`config.mk`:
```
export PLATFORM = sky130hd
export DESIGN_NAME = wdr_top
export DESIGN_NICKNAME = d
export VERILOG_FILES = /design/src/design/wdr_pkg.sv /design/src/design/wdr_top.sv /design/src/design/wdr_tick_div.sv
export SDC_FILE = /design/constraint.sdc
export NUM_CORES = 1
export LEC_CHECK = 0
export ABC_CLOCK_PERIOD_IN_PS = 2600
export BUFFER_PORTS_ARGS = -buffer_cell sky130_fd_sc_hd__buf_2
export CAP_MARGIN = 20
export CORE_AREA = 3 3 68 76
export CTS_CLUSTER_DIAMETER = 80
export CTS_CLUSTER_SIZE = 14
export DETAILED_ROUTE_END_ITERATION = 6
export DIE_AREA = 0 0 71 79
export PLACE_DENSITY_LB_ADDON = 0.25
export SLEW_MARGIN = 20
export SYNTH_ARGS = -nofsm -noshare
export SYNTH_HDL_FRONTEND = slang
export SYNTH_SLANG_ARGS = --single-unit
```
`constraint.sdc`:
```
create_clock -name clk_sys -period 2.6 [get_ports clk_sys]
set_input_delay 0.39 -clock clk_sys [delete_from_list [all_inputs] [get_ports clk_sys]]
set_output_delay 0.39 -clock clk_sys [all_outputs]
set_load 0.01 [all_outputs]
```
`src/design/wdr_pkg.sv`:
```
package wdr_pkg;

	// Register offsets in the processor I/O space.
	localparam logic [5:0] ADDR_WATCHDOG_CONTROL    = 6'h21;
	localparam logic [5:0] ADDR_RESET_CAUSE_STATUS  = 6'h34;

	// Field positions of watchdog_control.
	localparam int CTRL_CHANGE_ENABLE_BIT   = 4;
	localparam int CTRL_WATCHDOG_ENABLE_BIT = 3;
	localparam int CTRL_PRESCALER_MSB       = 2;
	localparam int CTRL_PRESCALER_LSB       = 0;

	// Field positions of reset_cause_status.
	localparam int CAUSE_WATCHDOG_BIT = 3;
	localparam int CAUSE_BROWNOUT_BIT = 2;
	localparam int CAUSE_EXTERNAL_BIT = 1;
	localparam int CAUSE_POWERON_BIT  = 0;

	// Reset values.
	localparam logic [7:0] WATCHDOG_CONTROL_RESET   = 8'h00;
	localparam logic [7:0] RESET_CAUSE_STATUS_RESET = 8'h00;

	// Timing: change window and the watchdog oscillator tick.
	localparam int CHANGE_WINDOW_CYCLES = 4;
	localparam int CLK_PERIOD_NS        = 25;
	localparam int OSC_PERIOD_NS        = 1000;
	localparam int OSC_DIV_CYCLES       = OSC_PERIOD_NS / CLK_PERIOD_NS;

	// Shortest timeout in watchdog oscillator cycles, code 000.
	localparam int TIMEOUT_BASE_OSC = 16384;
	localparam int WDT_CNT_W        = 22;

	typedef enum logic [1:0]
	{
		CW_CLOSED = 2'b01,
		CW_OPEN   = 2'b10
	} wdr_window_t;

endpackage

```
`src/design/wdr_top.sv`:
```
`timescale 1ns/100ps

// Overview of operation
// - Watchdog reset sets flag; POR or zero-write clears.
// - Brown-out sets flag; POR or zero-write clears.
// - External reset sets flag; POR or zero-write clears.
// - POR sets its flag; only zero-write clears.
// - Change-enable self-clears after four clock cycles.
// - Enable cleared by a write only while change-enable is one; any chip reset also clears it.
// - Writing one enables; permitted zero disables.
// - Prescaler changes accepted only while change-enable active.
// - Prescaler code selects 16K doubling to 2048K.
// - Timeout gives one-cycle reset pulse.
// - Counter restarts on restart, disable, chip reset.
// - Counter runs on dedicated 1 MHz tick.
// - Safety fuse keeps watchdog on, reads one.
module wdr_top
#(
	parameter int TIMEOUT_BASE = wdr_pkg::TIMEOUT_BASE_OSC
)
(
	input  wire logic       clk_sys,
	input  wire logic       reset_n,
	input  wire logic [5:0] io_addr,
	input  wire logic       io_wr,
	input  wire logic       io_rd,
	input  wire logic [7:0] io_wdata,
	output logic      [7:0] io_rdata,
	input  wire logic       poweron_event,
	input  wire logic       external_event,
	input  wire logic       brownout_event,
	input  wire logic       watchdog_restart_instruction,
	input  wire logic       always_on_safety_fuse,
	output logic            wdt_reset_pulse
);

	localparam int CW_CNT_W = $clog2(wdr_pkg::CHANGE_WINDOW_CYCLES);

	logic                         osc_tick;
	logic                         wr_ctrl;
	logic                         wr_cause;
	logic                         arm_wr;
	logic                         chip_rst;
	logic                         wde_eff;
	logic [wdr_pkg::WDT_CNT_W-1:0] timeout_m1;

	wdr_pkg::wdr_window_t         win_q;
	wdr_pkg::wdr_window_t         win_d;
	logic [CW_CNT_W-1:0]          win_cnt_q;
	logic [CW_CNT_W-1:0]          win_cnt_d;
	logic                         wde_q;
	logic                         wde_d;
	logic [2:0]                   presc_q;
	logic [2:0]                   presc_d;
	logic [3:0]                   cause_q;
	logic [3:0]                   cause_d;
	logic [wdr_pkg::WDT_CNT_W-1:0] wdt_cnt_q;
	logic [wdr_pkg::WDT_CNT_W-1:0] wdt_cnt_d;
	logic                         pulse_q;
	logic                         pulse_d;
	logic [7:0]                   rdata_q;
	logic [7:0]                   rdata_d;
	logic                         ce_q;

	// The watchdog oscillator is modelled as an enable from clk_sys, so the
	// settings need no crossing and no write can be lost.
	wdr_tick_div
	#(
		.DIV (wdr_pkg::OSC_DIV_CYCLES)
	)
	u_osc_div
	(
		.clk_sys (clk_sys),
		.reset_n (reset_n),
		.tick    (osc_tick)
	);

	assign wr_ctrl  = io_wr && (io_addr == wdr_pkg::ADDR_WATCHDOG_CONTROL);
	assign wr_cause = io_wr && (io_addr == wdr_pkg::ADDR_RESET_CAUSE_STATUS);
	assign arm_wr   = wr_ctrl && io_wdata[wdr_pkg::CTRL_CHANGE_ENABLE_BIT]
		&& io_wdata[wdr_pkg::CTRL_WATCHDOG_ENABLE_BIT];
	assign chip_rst = poweron_event || external_event || brownout_event || pulse_q;
	assign ce_q     = (win_q == wdr_pkg::CW_OPEN);
	assign wde_eff  = wde_q || always_on_safety_fuse;
	assign timeout_m1 = wdr_pkg::WDT_CNT_W'(TIMEOUT_BASE << presc_q)
		- wdr_pkg::WDT_CNT_W'(1);

	// Change window, enable and prescaler.
	always_comb
	begin
		win_d     = win_q;
		win_cnt_d = win_cnt_q;
		wde_d     = wde_q;
		presc_d   = presc_q;
		if (ce_q)
		begin
			win_cnt_d = win_cnt_q - CW_CNT_W'(1);
			if (win_cnt_q == '0)
				win_d = wdr_pkg::CW_CLOSED;
		end
		if (wr_ctrl)
		begin
			if (ce_q)
			begin
				wde_d   = io_wdata[wdr_pkg::CTRL_WATCHDOG_ENABLE_BIT];
				presc_d = io_wdata[wdr_pkg::CTRL_PRESCALER_MSB:wdr_pkg::CTRL_PRESCALER_LSB];
				if (!io_wdata[wdr_pkg::CTRL_CHANGE_ENABLE_BIT])
					win_d = wdr_pkg::CW_CLOSED;
			end
			else
			begin
				wde_d = wde_q || io_wdata[wdr_pkg::CTRL_WATCHDOG_ENABLE_BIT];
			end
			if (arm_wr)
			begin
				win_d     = wdr_pkg::CW_OPEN;
				win_cnt_d = CW_CNT_W'(wdr_pkg::CHANGE_WINDOW_CYCLES - 1);
			end
		end
		if (chip_rst)
		begin
			win_d     = wdr_pkg::CW_CLOSED;
			win_cnt_d = '0;
			wde_d     = wdr_pkg::WATCHDOG_CONTROL_RESET[wdr_pkg::CTRL_WATCHDOG_ENABLE_BIT];
			presc_d   = wdr_pkg::WATCHDOG_CONTROL_RESET[2:0];
		end
	end

	always_ff @(posedge clk_sys)
	begin
		if (!reset_n)
		begin
			win_q     <= wdr_pkg::CW_CLOSED;
			win_cnt_q <= '0;
			wde_q     <= wdr_pkg::WATCHDOG_CONTROL_RESET[wdr_pkg::CTRL_WATCHDOG_ENABLE_BIT];
			presc_q   <= wdr_pkg::WATCHDOG_CONTROL_RESET[2:0];
		end
		else
		begin
			win_q     <= win_d;
			win_cnt_q <= win_cnt_d;
			wde_q     <= wde_d;
			presc_q   <= presc_d;
		end
	end

	// Watchdog counter and reset pulse.
	always_comb
	begin
		wdt_cnt_d = wdt_cnt_q;
		pulse_d   = 1'b0;
		if (chip_rst || watchdog_restart_instruction || !wde_eff)
			wdt_cnt_d = '0;
		else if (osc_tick)
		begin
			if (wdt_cnt_q >= timeout_m1)
			begin
				wdt_cnt_d = '0;
				pulse_d   = 1'b1;
			end
			else
				wdt_cnt_d = wdt_cnt_q + wdr_pkg::WDT_CNT_W'(1);
		end
	end

	always_ff @(posedge clk_sys)
	begin
		if (!reset_n)
		begin
			wdt_cnt_q <= '0;
			pulse_q   <= 1'b0;
		end
		else
		begin
			wdt_cnt_q <= wdt_cnt_d;
			pulse_q   <= pulse_d;
		end
	end

	// Reset cause flags; a new event wins over a software clear in the same cycle.
	always_comb
	begin
		cause_d = cause_q;
		if (wr_cause)
			cause_d = cause_q & io_wdata[3:0];
		if (poweron_event)
		begin
			cause_d[wdr_pkg::CAUSE_WATCHDOG_BIT] = 1'b0;
			cause_d[wdr_pkg::CAUSE_BROWNOUT_BIT] = 1'b0;
			cause_d[wdr_pkg::CAUSE_EXTERNAL_BIT] = 1'b0;
			cause_d[wdr_pkg::CAUSE_POWERON_BIT]  = 1'b1;
		end
		if (pulse_q)
			cause_d[wdr_pkg::CAUSE_WATCHDOG_BIT] = 1'b1;
		if (brownout_event)
			cause_d[wdr_pkg::CAUSE_BROWNOUT_BIT] = 1'b1;
		if (external_event)
			cause_d[wdr_pkg::CAUSE_EXTERNAL_BIT] = 1'b1;
	end

	// Read data is registered; unmapped addresses read as zero.
	always_comb
	begin
		rdata_d = 8'h00;
		if (io_rd && io_addr == wdr_pkg::ADDR_WATCHDOG_CONTROL)
			rdata_d = {3'b000, ce_q, wde_eff, presc_q};
		else if (io_rd && io_addr == wdr_pkg::ADDR_RESET_CAUSE_STATUS)
			rdata_d = {4'h0, cause_q};
	end

	always_ff @(posedge clk_sys)
	begin
		if (!reset_n)
		begin
			cause_q <= wdr_pkg::RESET_CAUSE_STATUS_RESET[3:0];
			rdata_q <= 8'h00;
		end
		else
		begin
			cause_q <= cause_d;
			rdata_q <= rdata_d;
		end
	end

	assign io_rdata        = rdata_q;
	assign wdt_reset_pulse = pulse_q;
endmodule

```
`src/design/wdr_tick_div.sv`:
```
`timescale 1ns/100ps

// Divides clk_sys into a one-cycle enable pulse every DIV cycles.
module wdr_tick_div
#(
	parameter int DIV = 40
)
(
	input  wire logic clk_sys,
	input  wire logic reset_n,
	output logic      tick
);

	localparam int CW = $clog2(DIV);

	logic [CW-1:0] cnt_q;
	logic [CW-1:0] cnt_d;
	logic          tick_q;
	logic          tick_d;

	always_comb
	begin
		tick_d = (cnt_q == CW'(DIV - 1));
		cnt_d  = tick_d ? '0 : cnt_q + CW'(1);
	end

	always_ff @(posedge clk_sys)
	begin
		if (!reset_n)
		begin
			cnt_q  <= '0;
			tick_q <= 1'b0;
		end
		else
		begin
			cnt_q  <= cnt_d;
			tick_q <= tick_d;
		end
	end

	assign tick = tick_q;

endmodule

```
==> reports/qor.txt <==
Die Wd -> 71 um
TNS Setup -> 0 ns
Synth area leader -> dfxtp_1
DR WL/cell -> 12.63 um
Fraction of layout cells with a size suffix above 1 -> 0.1340
Compound-Gate Fraction of Synth Area -> 0.1151
Final ANT Viol Nets -> 0
DR pass1 iterations -> 4
Drc violations -> 0
Routed WL -> 4356 um
First-pass GRT wire length -> 7396 um
PostCTS Resize Cnt -> 0
Die height -> 79 um
Post-synthesis mux area share -> 0
Post CTS Setup Buffer Count -> 0
Netlist cell types -> 41
GRT overflow -> 0
Fin Clk Skew -> 0.01042 ns
IO Pins -> 32
Seq/Total Area, Yosys -> 0.4180
Initial antenna violation count -> 0
Peak Freq -> 425.0 MHz
Yosys Warn Count -> 0
Fin crit period -> 2.353 ns
Port Buffers -> 25
Leading post-synthesis cells by cell area -> dfxtp_1, xnor2_1, nor2_1
WP data required -> 2.79 ns
WHS -> 0.3091 ns
H-tree depth -> 2
Most frequent cells in the layout -> dfxtp_1, nor2_1, buf_2, nand2_1, xnor2_1
Hold/Removal Path Class -> in -> reg
#FFs+latches synth -> 47
Maximum buffer depth of the clock tree -> 2
HPWL after detailed placement -> 3309 um
Vias in the first global route -> 1693
Share of the synthesized area in the top cell type -> 0.4180
Max cap viols -> 0
Most used DFF post-synth -> dfxtp_1
Initial DRC count -> 75
Pleak -> 0.8920 nW
Maximum vdd drop -> 329.1 uV
Startpoint types -> flop
RSZ-0062 raised after global routing -> false
Most common cell after layout, fill and taps aside -> dfxtp_1
Asr flop ratio synth -> 0
Row count -> 25
Clock transition at the registers of the reported paths -> 0.09 ns
RD Place Congestion -> 0.8176
CP Class -> reg -> reg
Largest net degree at the start of global routing -> 19
Area Growth Syn to Fin -> 11.90%
Initial Util -> 0.5140
Syn_area_per_cell -> 8.526 sq um
Final nets -> 324
Final setup viols -> 0
Sink Count -> 47
Drt via density -> 5.377
Adder-cell share of the synthesized area -> 0.06115
CP max FO -> 18
Worst reg-to-reg path cell count -> 8
Root Buffer -> clkbuf_8
Synth Area in Simple Gates -> 0.2685
Largest family of logic cells by synthesized area -> simple AND/OR/NAND/NOR gates
Final period util -> 0.9050
Pwr Density -> 490.8 mW/mm^2
Gr usage total -> 0.1632
TritonCTS Buffers -> 5
Worst-Skew Late Latency -> 0.30 ns
Die Area -> 0.005609 sq mm
Synth Area in XOR/XNOR -> 0.08949
WHS Path Cells -> 2
Status -> finished clean
Hold buffers post-CTS -> 0
CORE AREA -> 0.004379 sq mm
Worst Setup End Kind -> flop
Vias -> 1855
Mapped Area -> 0.002251 sq mm
Diodes inserted -> 0
Pins Over Slew Limit -> 0
Cells after synthesis -> 264
Fin. Hold Viols -> 0
Number of synthesized flops with an enable pin -> 0
CP arrival -> 2.54 ns
CTS tree -> built
## synthesized netlist by cell type, drive strengths merged (6+ instances only)
library cell	count
dfxtp	47
nor2	42
nand4	10
buf	6
xnor2	18
nand3	15
a21oi	15
nand2	23
nor3	9
ha	11
inv	10
## path summary, 6_finish.rpt
check | from | endpoint | slack (ns)
max reg2reg | presc_q[2] | wdt_cnt_q[18] | 0.25
min reg2reg | u_osc_div.cnt_q[0] | u_osc_div.cnt_q[0] | 0.45
min | external_event | cause_q[1] | 0.31
max | presc_q[2] | wdt_cnt_q[18] | 0.25
## state kept, by name (all words and copies together), names as in the netlist
signal / count
cause_q: 4
io_rdata: 5
presc_q: 3
u_osc_div.cnt_q: 6
u_osc_div.tick: 1
wde_q: 1
wdt_cnt_q: 22
wdt_reset_pulse: 1
win_cnt_q: 2
win_q: 2
## per-stage QoR
step	setup WS, ns	power (W)	instance area, sq um	instances	util
2_1_floorplan	0.1867	0.0007752	2258	266	-
3_3_place_gp	0.2838	0.0007950	2424	337	0.5534
3_5_place_dp	0.2524	0.0007957	2424	337	0.5534
4_1_cts	0.2266	0.001256	2519	345	0.5751
5_1_grt	0.07255	0.001283	2519	345	0.5751
6_report	0.2470	0.001236	2519	345	0.5751
## kinds of logic after synthesis
group / Yosys count
and+or+nand+nor: 123
DFF: 47
AOI/OAI and AO/OA: 37
xor gates and xnor gates: 23
buffers and inverters: 21
adders and majority gates: 11
other: 2
## layout make-up
type,count,area [sq um]
clock buffer,7,86.33
clock inverter,1,8.758
fill,416,1861
inverter,10,37.54
multi-input combinational,198,1217
sequential,47,940.9
tap,54,67.56
timing repair buffer,28,160.2
## critical path, cell delays in order (launching register included)
cell	delay, ns
dfxtp_1	0.49
nand3_1	0.12
ha_1	0.32
and4_1	0.24
nand2_1	0.05
or4_1	0.58
a31oi_4	0.22
buf_12	0.17
nor2_1	0.05
## per-layer routing
metal	vias to the layer above	global-route usage	wire length, um
li1	961	-	-
met1	847	0.1953	1990
met2	39	0.2820	2086
met3	8	0.03797	194
met4	0	0.06203	85
met5	-	0	0
## power breakdown
part / switching [W] / leakage, nW / total, W / internal (W)
Clock: 0.000239 / 0.0484 / 0.000457 / 0.000218
Sequential: 0.00000449 / 0.380 / 0.000731 / 0.000726
Combinational: 0.0000266 / 0.464 / 0.0000482 / 0.0000217
Note: power is estimated with default switching activity, not from simulation.
